--- config.mk ---
export PLATFORM = sky130hd
export DESIGN_NAME = adc_mode_control
export DESIGN_NICKNAME = d
export VERILOG_FILES = /design/src/logic/adc_mode_pkg.sv /design/src/logic/settle_timer_if.sv /design/src/logic/settle_timer.sv /design/src/logic/adc_mode_control.sv
export VERILOG_INCLUDE_DIRS = /design/src /design/src/logic
export SDC_FILE = /design/constraint.sdc
export NUM_CORES = 1
export LEC_CHECK = 0
export BUFFER_PORTS_ARGS = -buffer_cell sky130_fd_sc_hd__clkbuf_2
export CAP_MARGIN = 10
export CORE_ASPECT_RATIO = 0.7
export CORE_UTILIZATION = 50
export DETAILED_ROUTE_END_ITERATION = 10
export GPL_ROUTABILITY_DRIVEN = 1
export GPL_TIMING_DRIVEN = 0
export PLACE_DENSITY = 0.9
export SLEW_MARGIN = 0
export SYNTH_ARGS = -nofsm -noshare
export SYNTH_HDL_FRONTEND = slang
export SYNTH_SLANG_ARGS = --single-unit
--- constraint.sdc ---
create_clock -name pclk -period 2.5 [get_ports pclk]
set_input_delay 0.25 -clock pclk [delete_from_list [all_inputs] [get_ports pclk]]
set_output_delay 0.25 -clock pclk [all_outputs]
set_load 0.03 [all_outputs]
--- src/logic/adc_mode_defines.svh ---
// Purpose: Offsets, field positions, reset value and timing counts of the mode control block
// Assumes: pclk at 25 MHz (40 ns period)
// Notes: Overview list below
// Overview of operation
// - Any write to the mode register restarts filter, clears ready, starts conversion unless it selects standby or power-down.
// - Mode register at index 0x01, 16 bits, resets to 0x2000.
// - Bit 15 enables internal reference and buffered 2.5 V output.
// - Bit 13 set with one channel: output only fully settled results; resets 1.
// - Field [10:8] sets channel-switch delay 0/8/32/80/200/400 us, 1/2 ms.
// - Field [6:4] selects continuous, single, standby, power-down or four calibrations.
// - Field [3:2] selects internal, internal-out, external clock or crystal.
// - Internal oscillator choice also turns the oscillator on.
`ifndef ADC_MODE_DEFINES_SVH
`define ADC_MODE_DEFINES_SVH
`define MODE_REG_INDEX 8'h01
`define MODE_REG_ADDR 12'h004
`define MODE_REG_RESET 16'h2000
`define MODE_WRITE_MASK 16'hE77C
`define BIT_REF_EN 15
`define BIT_SETTLED 13
`define FLD_DELAY_HI 10
`define FLD_DELAY_LO 8
`define FLD_MODE_HI 6
`define FLD_MODE_LO 4
`define FLD_CLK_HI 3
`define FLD_CLK_LO 2
`define CLK_MHZ 25
`define DLY_US_1 8
`define DLY_US_2 32
`define DLY_US_3 80
`define DLY_US_4 200
`define DLY_US_5 400
`define DLY_US_6 1000
`define DLY_US_7 2000
`endif

--- src/logic/adc_mode_pkg.sv ---
// Purpose: Types of the mode control block
// Assumes: nothing
// Notes: codes follow the mode field
package adc_mode_pkg;
	typedef enum logic [2:0] {
		MODE_CONT = 3'h0, MODE_SINGLE = 3'h1, MODE_STANDBY = 3'h2, MODE_PWRDN = 3'h3,
		MODE_INT_OFS = 3'h4, MODE_INT_GAIN = 3'h5, MODE_SYS_OFS = 3'h6, MODE_SYS_GAIN = 3'h7
	} op_mode_t;
	typedef enum logic [1:0] {
		CLK_INT = 2'h0, CLK_INT_OUT = 2'h1, CLK_EXT = 2'h2, CLK_XTAL = 2'h3
	} clk_src_t;
	typedef enum logic [3:0] {
		ST_IDLE = 4'h1, ST_SETTLE = 4'h2, ST_CONVERT = 4'h4, ST_DONE = 4'h8
	} seq_state_t;
endpackage

--- src/logic/settle_timer_if.sv ---
// Purpose: Carrier between the sequencer and the settle timer
// Assumes: single pclk domain
// Notes: load pulses start a count; busy stays high until it expires
`timescale 1ns/1ps
interface settle_timer_if;
	logic load;
	logic [2:0] code;
	logic busy;
	modport ctrl (output load, output code, input busy);
	modport timer (input load, input code, output busy);
endinterface

--- src/logic/settle_timer.sv ---
// Purpose: Counts the post channel-switch settling delay on the master clock
// Assumes: pclk is the master clock used for counting
// Notes: counts derived from microsecond figures and the clock rate
`timescale 1ns/1ps
`include "adc_mode_defines.svh"
module settle_timer
	import adc_mode_pkg::*;
(
	input wire logic pclk, // Master clock
	input wire logic presetn, // Async reset, active low
	settle_timer_if.timer tif // Load and busy
);
	localparam int CW = 16;
	logic [CW-1:0] cnt_q;
	logic [CW-1:0] load_val;

	always_comb begin
		unique case (tif.code)
			3'h0: load_val = 16'h0000;
			3'h1: load_val = CW'(`DLY_US_1 * `CLK_MHZ);
			3'h2: load_val = CW'(`DLY_US_2 * `CLK_MHZ);
			3'h3: load_val = CW'(`DLY_US_3 * `CLK_MHZ);
			3'h4: load_val = CW'(`DLY_US_4 * `CLK_MHZ);
			3'h5: load_val = CW'(`DLY_US_5 * `CLK_MHZ);
			3'h6: load_val = CW'(`DLY_US_6 * `CLK_MHZ);
			3'h7: load_val = CW'(`DLY_US_7 * `CLK_MHZ);
		endcase
	end

	always_ff @(posedge pclk or negedge presetn) begin
		if (!presetn) begin
			cnt_q <= 16'h0000;
		end else if (tif.load) begin
			cnt_q <= load_val;
		end else if (cnt_q != 16'h0000) begin
			cnt_q <= cnt_q - 16'h0001;
		end
	end
	assign tif.busy = (cnt_q != 16'h0000);
endmodule

--- src/logic/adc_mode_control.sv ---
// Purpose: Operating mode register with APB access and conversion sequencer
// Assumes: single channel index given on chan_sel; conversions end on conv_done
// Notes: register at byte address 4 x index
//
// Local design decision: register access over APB.
`timescale 1ns/1ps
`include "adc_mode_defines.svh"
module adc_mode_control
	import adc_mode_pkg::*;
(
	input wire logic pclk, // Clock, 25 MHz
	input wire logic presetn, // Async reset, active low
	input wire logic psel, // APB select
	input wire logic penable, // APB enable
	input wire logic pwrite, // APB direction
	input wire logic [11:0] paddr, // APB byte address
	input wire logic [31:0] pwdata, // APB write data
	output logic [31:0] prdata, // APB read data
	output logic pready, // APB ready
	output logic pslverr, // APB error
	input wire logic [3:0] chan_sel, // Active channel from sequencer
	input wire logic multi_chan, // More than one channel enabled
	input wire logic conv_done, // Filter produced a result
	output logic ref_enable, // Internal reference on
	output logic ref_out_drive, // Drive 2.5 V on reference_output_pin
	output logic osc_enable, // Internal oscillator on
	output logic clk_io_oe_n, // clock_io_pin output enable, low drives
	output logic clk_io_ext_in, // clock_io_pin used as clock input
	output logic xtal_enable, // Crystal amplifier on
	output logic filter_reset, // Filter restart pulse
	output logic result_ready_n, // Result ready, active low
	output logic settled_only, // Deliver settled results only
	output logic [2:0] op_mode, // Current operating mode
	output logic converting // Conversion or calibration running
);
	logic [15:0] mode_q;
	logic wr_hit;
	logic rd_hit;
	logic [3:0] last_chan_q;
	logic rdy_n_q;
	logic filt_rst_q;
	seq_state_t state_q;
	settle_timer_if tif ();

	settle_timer u_timer (
		.pclk(pclk),
		.presetn(presetn),
		.tif(tif)
	);

	// decode of the mode register word
	assign wr_hit = psel && penable && pwrite && paddr == `MODE_REG_ADDR;
	assign rd_hit = paddr == `MODE_REG_ADDR;
	assign pready = 1'b1; // Always answers in the access cycle
	assign pslverr = psel && penable && !rd_hit;

	// register with reset value; reserved read-only bits stay zero
	always_ff @(posedge pclk or negedge presetn) begin
		if (!presetn) begin
			mode_q <= `MODE_REG_RESET;
		end else if (wr_hit) begin
			mode_q <= pwdata[15:0] & `MODE_WRITE_MASK;
		end
	end

	// Read data registered on setup so it holds through access
	always_ff @(posedge pclk or negedge presetn) begin
		if (!presetn) begin
			prdata <= 32'h0000_0000;
		end else if (psel && !penable) begin
			prdata <= rd_hit ? {16'h0000, mode_q} : 32'h0000_0000;
		end
	end

	assign ref_enable = mode_q[`BIT_REF_EN];
	assign ref_out_drive = mode_q[`BIT_REF_EN];
	// settled output only with a single channel
	assign settled_only = mode_q[`BIT_SETTLED] && !multi_chan;
	assign op_mode = mode_q[`FLD_MODE_HI:`FLD_MODE_LO];
	assign clk_io_oe_n = mode_q[`FLD_CLK_HI:`FLD_CLK_LO] != CLK_INT_OUT;
	assign clk_io_ext_in = mode_q[`FLD_CLK_HI:`FLD_CLK_LO] == CLK_EXT;
	assign xtal_enable = mode_q[`FLD_CLK_HI:`FLD_CLK_LO] == CLK_XTAL;
	assign osc_enable = !mode_q[`FLD_CLK_HI];
	// Status outputs from their flops; converting decoded from the state
	assign filter_reset = filt_rst_q;
	assign result_ready_n = rdy_n_q;
	assign converting = (state_q == ST_SETTLE) || (state_q == ST_CONVERT);

	// filter restart one cycle after any write
	always_ff @(posedge pclk or negedge presetn) begin
		if (!presetn) begin
			filt_rst_q <= 1'b0;
		end else begin
			filt_rst_q <= wr_hit;
		end
	end

	// ready cleared on write; write wins over a finishing result
	always_ff @(posedge pclk or negedge presetn) begin
		if (!presetn) begin
			rdy_n_q <= 1'b1;
		end else if (wr_hit) begin
			rdy_n_q <= 1'b1;
		end else if (state_q == ST_CONVERT && conv_done) begin
			rdy_n_q <= 1'b0;
		end
	end

	// delay only when channel changes or a run restarts
	// Every write that starts a conversion or calibration reloads the delay;
	// standby and power-down (mode 01x) leave the timer alone
	assign tif.load = (wr_hit && pwdata[6:5] != 2'b01)
		|| (state_q == ST_CONVERT && conv_done && chan_sel != last_chan_q);
	assign tif.code = wr_hit ? pwdata[`FLD_DELAY_HI:`FLD_DELAY_LO] : mode_q[`FLD_DELAY_HI:`FLD_DELAY_LO];

	// Channel of the last finished conversion, to spot a real switch
	always_ff @(posedge pclk or negedge presetn) begin
		if (!presetn) begin
			last_chan_q <= 4'h0;
		end else if (state_q == ST_CONVERT && conv_done) begin
			last_chan_q <= chan_sel;
		end
	end

	// sequencer: standby and power-down idle, single and calibrations stop after one result
	always_ff @(posedge pclk or negedge presetn) begin
		if (!presetn) begin
			state_q <= ST_IDLE;
		end else if (wr_hit) begin
			unique case (pwdata[6:4])
				MODE_STANDBY, MODE_PWRDN: state_q <= ST_IDLE;
				default: state_q <= ST_SETTLE;
			endcase
		end else begin
			unique case (state_q)
				ST_IDLE: state_q <= ST_IDLE;
				ST_SETTLE: begin
					if (!tif.busy) begin
						state_q <= ST_CONVERT;
					end
				end
				ST_CONVERT: begin
					if (conv_done) begin
						state_q <= (op_mode == MODE_CONT) ? ST_SETTLE : ST_DONE;
					end
				end
				// Done lasts one cycle so the end of a run is visible
				ST_DONE: state_q <= ST_IDLE;
				default: state_q <= ST_IDLE;
			endcase
		end
	end
endmodule

=== Yosys cells after proc, flatten, opt, wreduce, memory -nomap -nowiden ===
Memory sizes are Yosys's and may differ from the RTL's.
Cells that the tools add are included.

* Flip-flop bits (word level): 69
* Latch bits: 0
* Memory bits (writable): 0
* Memory bits (read-only): 96
* Logic and storage cells: 54
* Memories kept: 1

* Add/subtract/negate cells: 1
* Multiply operators: 0
* Div/mod/pow operators: 0
* $lt $le $gt $ge: 0
* Equal/unequal tests: 12
* Shift operators: 0
* Multiplexer cells: 12
* Bitwise logic cells: 0
* Reduce and logical (&&, ||, !) cells: 21

{| class="wikitable"
|+ Memories
! name !! depth !! width !! read ports !! clocked after Yosys merged registers in !! write ports !! line !! text
|-
| (no name shown) || 8 || 12 || 1 || 0 || 0 || settle_timer.sv:18 || <nowiki>unique case (tif.code)</nowiki>
|}

{| class="wikitable"
|+ Operators with widths
! kind !! number
|-
| $mux 16 || 3
|-
| $mux 4 || 4
|-
| $reduce_bool 16->1 || 1
|-
| $sub 16x1->16 const B || 1
|-
| $eq 12x3->1 const B || 1
|-
| $logic_and 1x1->1 || 9
|-
| $pmux 4 s2 || 1
|-
| $eq 3x2->1 const B || 2
|-
| $ne 3x3->1 const B || 2
|-
| $eq 2x2->1 const B || 2
|-
| $eq 4x2->1 const B || 1
|-
| $eq 4x3->1 const B || 1
|-
| $logic_not 1->1 || 4
|-
| $ne 2x1->1 const B || 2
|-
| $ne 4x4->1 || 1
|-
| $reduce_bool 2->1 || 2
|-
| $logic_not 3->1 || 1
|-
| $mux 3 || 1
|-
| $logic_or 1x1->1 || 2
|-
| $mux 1 || 2
|-
| $mux 2 || 1
|-
| $reduce_and 2->1 || 1
|-
| $reduce_or 2->1 || 1
|}

=== Logic depth before layout (Yosys ltp) ===
* Word-level depth: 6
* Mapped depth: 9

=== Cells and area by module ===
Synthesis repeated with hierarchy kept, for this count alone.

* Cells, all modules: 275
* Area, all modules: 2,790.2 um^2

{| class="wikitable"
|+ Modules (own cells, without submodules)
! module !! instances !! cells each !! area an instance (um^2)
|-
| adc_mode_control || 1 || 155 || 1,637.8
|-
| settle_timer || 1 || 120 || 1,152.4
|}

=== Worst setup path after synthesis ===
Ideal clock, no wire load.

* Kind: reg-to-reg
* Start point: register u_timer.cnt_q[0]
* End point: register u_timer.cnt_q[12]
* Setup time: 125 ps
* Arrival: 1,588 ps
* Path slack: 787 ps
* Cell stages (with the launch flop): 9
* Buffers on the path: 1
* Cell sequence: dfrtp_1 > inv_1 > ha_1 > nor4b_1 > and4_1 > buf_6 > nor4_1 > xnor2_1 > mux2i_1

* Longest elaborated chain between the ends: 3

{| class="wikitable"
|+ RTL lines
! item !! line !! text
|-
| start: declaration || settle_timer.sv:14 || <nowiki>logic [CW-1:0] cnt_q;</nowiki>
|-
| start signal: assignment || settle_timer.sv:34 || <nowiki>cnt_q <= load_val;</nowiki>
|-
| start signal: assignment || settle_timer.sv:36 || <nowiki>cnt_q <= cnt_q - 16'h0001;</nowiki>
|-
| $sub 16x1->16 || settle_timer.sv:36 ||
|-
| $mux 16 || settle_timer.sv:35 || <nowiki>end else if (cnt_q != 16'h0000) begin</nowiki>
|-
| $mux 16 || settle_timer.sv:33 || <nowiki>end else if (tif.load) begin</nowiki>
|}

Several ways; a longest one is shown, not always the timed one. The select of a mux whose other input is x is not followed.
A chain may end at the register's enable or synchronous reset.

=== Worst setup path in the final report ===
* Start point: register state_q[3]
* End point: register u_timer.cnt_q[10]

* Longest elaborated chain between the ends: 5

{| class="wikitable"
|+ RTL lines
! item !! line !! text
|-
| start: declaration || adc_mode_control.sv:42 || <nowiki>seq_state_t state_q;</nowiki>
|-
| start signal: assignment || adc_mode_control.sv:144 || <nowiki>state_q <= (op_mode == MODE_CONT) ? ST_SETTLE : ST_DONE;</nowiki>
|-
| $eq 4x3->1 * || adc_mode_control.sv:113 || <nowiki>|| (state_q == ST_CONVERT && conv_done && chan_sel != last_chan_q);</nowiki>
|-
| $logic_and 1x1->1 * (2 in series) || adc_mode_control.sv:113 ||
|-
| $logic_or 1x1->1 * || adc_mode_control.sv:113 ||
|-
| $mux 16 / $reduce_bool 2->1 (equally long branches) || n/a ||
|}

Mark *: on every way between the ends. The rest lies on a longest branch, timed or not.

==> out/qor_table.md <==
| Parameter | Value | Unit |
|:---|:---|:---|
| Die Wd | 92.0 | µm |
| Number of library cell types mapped by synthesis | 52 | - |
| Flip-flop and latch count after synthesis | 48 | - |
| Hold Worst Slack | 0.117 | ns |
| Level count of the clock H-tree | 2 | - |
| Period minus WS final | 1.96 | ns |
| # clock sinks | 48 | - |
| Final Hold Violating Endpoints | 0 | - |
| Number of global-route vias before repair | 2309 | - |
| Class of the most critical setup path | flop to flop | - |
| Wire length of the first global-routing pass | 11.0 | mm |
| Maximum fanout count along the critical path | 10 | - |
| Initial DRC Count | 186 | - |
| Period utilisation layout | 78.3 | % |
| Clock transition at the registers of the reported paths | 0.11 | ns |
| Most common cell after layout, fill and taps aside | nand2_1 | - |
| Ys flop type | dfrtp_1 | - |
| Power per unit of standard cell area | 472 | nW/µm² |
| WP data required | 2.71 | ns |
| Number of buffers created by CTS | 5 | - |
| Port buffer count | 57 | - |
| Fill cell count | 442 | - |
| Max-cap violations | 0 | - |
| Maximum frequency from static timing analysis | 0.511 | GHz |
| Final wirelength | 6.63 | mm |
| Final layout net count | 456 | - |
| Post-synthesis cell count | 313 | - |
| Floorplan die area | 5990 | µm² |
| Diode insertion count for antenna repair | 0 | - |
| Top library cells by usage in the layout, fill and taps aside | 68 x nand2_1, 57 x clkbuf_2, 45 x dfrtp_1 | - |
| Post-route ant nets | 0 | - |
| Global-route usage over all layers | 23.9 | % |
| Antenna violations before repair | 0 | - |
| First-pass detailed-route iteration total | 4 | - |
| Kind of end point of the critical path | flop | - |
| Fraction of registers with async set/reset | 100 | % |
| Cell chosen for the clock root | clkbuf_8 | - |
| Post-synthesis instance area | 2840 | µm² |
| Core Area | 5340 | µm² |
| Initial core utilization | 53.1 | % |
| Maximum number of pins on one net before global-route repair | 49 | - |
| I/O pin total | 102 | - |
| Unrepaired setup endpoints after global routing | false | - |
| Post-detailed-route wirelength per cell | 14.1 | µm |
| Routability cong. | 0.875 | - |
| Number of remaining DRC errors | 0 | - |
| TritonCTS clock tree | built | - |
| Dpl hpwl | 5.07 | mm |
| Die extent in y | 65.0 | µm |
| Syn-to-layout area delta | 20.3 | % |
| Synthesized area divided by synthesized cell count | 9.07 | µm² |
| Setup-failing EPs final | 0 | - |
| Data arrival time of the critical path | 2.17 | ns |
| Number of vias per cell after detailed routing | 5.38 | - |
| Post-synthesis sequential area ratio | 42.5 | % |
| Status | finished, final reports clean | - |
| Final Max Tran Viols | 0 | - |
| Clock Skews | 0.0137 | ns |
| Via count | 2537 | - |
| Global route total overflow | 0 | - |
| Count of flip-flops with a built-in enable after synthesis | 0 | - |
| Maximum resistive drop on vdd | 0.000386 | V |
| Total leakage power | 1.71 | nW |
| Number of buffers on the longest clock path | 2 | - |
| Skew-Pair Late Insertion Delay | 0.32 | ns |
| Setup Total Neg Slack | 0 | ns |
| Resized cells post-CTS | 0 | - |
| Hold/Removal Path Class | primary input to flop | - |
| Warnings from Yosys | 0 | - |
| Sort of element at the start of the critical path | flop | - |
| Standard-cell rows | 22 | - |
| Share of post-route cells with drive strength above 1 | 28.0 | % |
==> worst max-delay path, stage by stage (launching register included) <==
cell and delay (ns):
dfrtp_1 0.38, nor2_1 0.29, nand3_1 0.29, o22ai_2 0.43
buf_6 0.21, o21ai_1 0.11, o32ai_1 0.13
==> state kept, by name, summed over array words and instances, names as in the netlist <==
register	cells
state_q	4
last_chan_q	4
filter_reset	1
mode_q	11
result_ready_n	1
prdata	11
u_timer.cnt_q	16
==> timing repair <==
action | CTS | global route
endpoints found under the hold margin | 0 | 15
hold buffers | 0 | 1
buffers inserted | 0 | 0
==> path summary, 6_finish.rpt <==
kind	slack (ns)	from	end	cells past startpoint
worst min-delay path	0.12	pwdata[13]	mode_q[13]	3
min in group asynchronous	0.40	presetn	u_timer.cnt_q[2]	2
worst min register to register	0.47	mode_q[13]	mode_q[13]	2
max in group asynchronous	1.52	presetn	mode_q[13]	3
worst max register to register	0.54	state_q[3]	u_timer.cnt_q[10]	6
worst max-delay path	0.54	state_q[3]	u_timer.cnt_q[10]	6
==> final cells by class <==
class | count | area (µm²) | area share (%)
Tap cell | 72 | 90.1 | 2.64
Buffer | 40 | 289 | 8.47
Clock inverter | 3 | 26.3 | 0.770
Timing Repair Buffer | 59 | 315 | 9.24
Inverter | 6 | 22.5 | 0.660
Sequential cell | 48 | 1200 | 35.3
Clock buffer | 5 | 68.8 | 2.02
Multi-Input combinational cell | 239 | 1400 | 40.9
==> cells by family after synthesis <==
family          Yosys count  share of synthesized area (%)
compound gates           38                           9.17
xor+xnor                 16                           4.94
fa+ha+maj                 2                          0.882
buf+inv                  46                           11.0
flops                    48                           42.5
mux                       7                           2.60
other cells               2                          0.265
simple gates            154                           28.7
==> power breakdown <==
part | internal, mW | leakage [nW] | switching (mW)
clock network | 0.206 | 0.0491 | 0.297
registers | 0.815 | 0.601 | 0.0610
logic | 0.0975 | 1.06 | 0.135
==> per-stage QoR <==
step	worst slack (ns)	total power [mW]	util, %	cells	cell area, µm²
6_report	0.543	1.61	63.9	472	3410
2_1_floorplan	0.787	1.03	-	333	2910
5_1_grt	0.430	1.68	63.9	472	3410
3_3_place_gp	0.629	1.10	61.6	462	3290
4_1_cts	0.552	1.60	63.4	470	3380
3_5_place_dp	0.581	1.11	61.6	462	3290
==> per-layer routing <==
metal / up-vias / track usage (%) / routed length (µm)
li1: 1193 / - / -
met1: 1209 / 33.2 / 2890
met2: 129 / 39.7 / 3090
met3: 6 / 3.87 / 619
met4: 0 / 4.88 / 34
met5: - / 0 / 0
==> synthesized netlist by cell type (3+ instances only) <==
cell type   n  area share [%]
buf_6       3             1.2
nand2b_1    4            0.88
nand3b_1    3            0.79
o22ai_1     3            0.66
mux2i_1     4             1.4
nand2_1    68             9.0
nor3b_1     3            0.79
nor2_1     16             2.1
nor2b_1     8             1.8
nor3_1      7             1.2
a211oi_1    4             1.1
buf_4      26             6.9
and3_1      4            0.88
dfrtp_1    45              40
nand3_1    21             3.7
xor2_1     12             3.7
nor4_4      4             3.0
clkbuf_1    7            0.93
and4_1      3            0.93
dfstp_2     3             2.8
a21oi_1     7             1.2
o21ai_0     5            0.88
nor4_1      3            0.66
xnor2_1     4             1.2
inv_1       6            0.79
o31ai_1     3            0.79
Note: power is estimated with default switching activity, not from simulation.
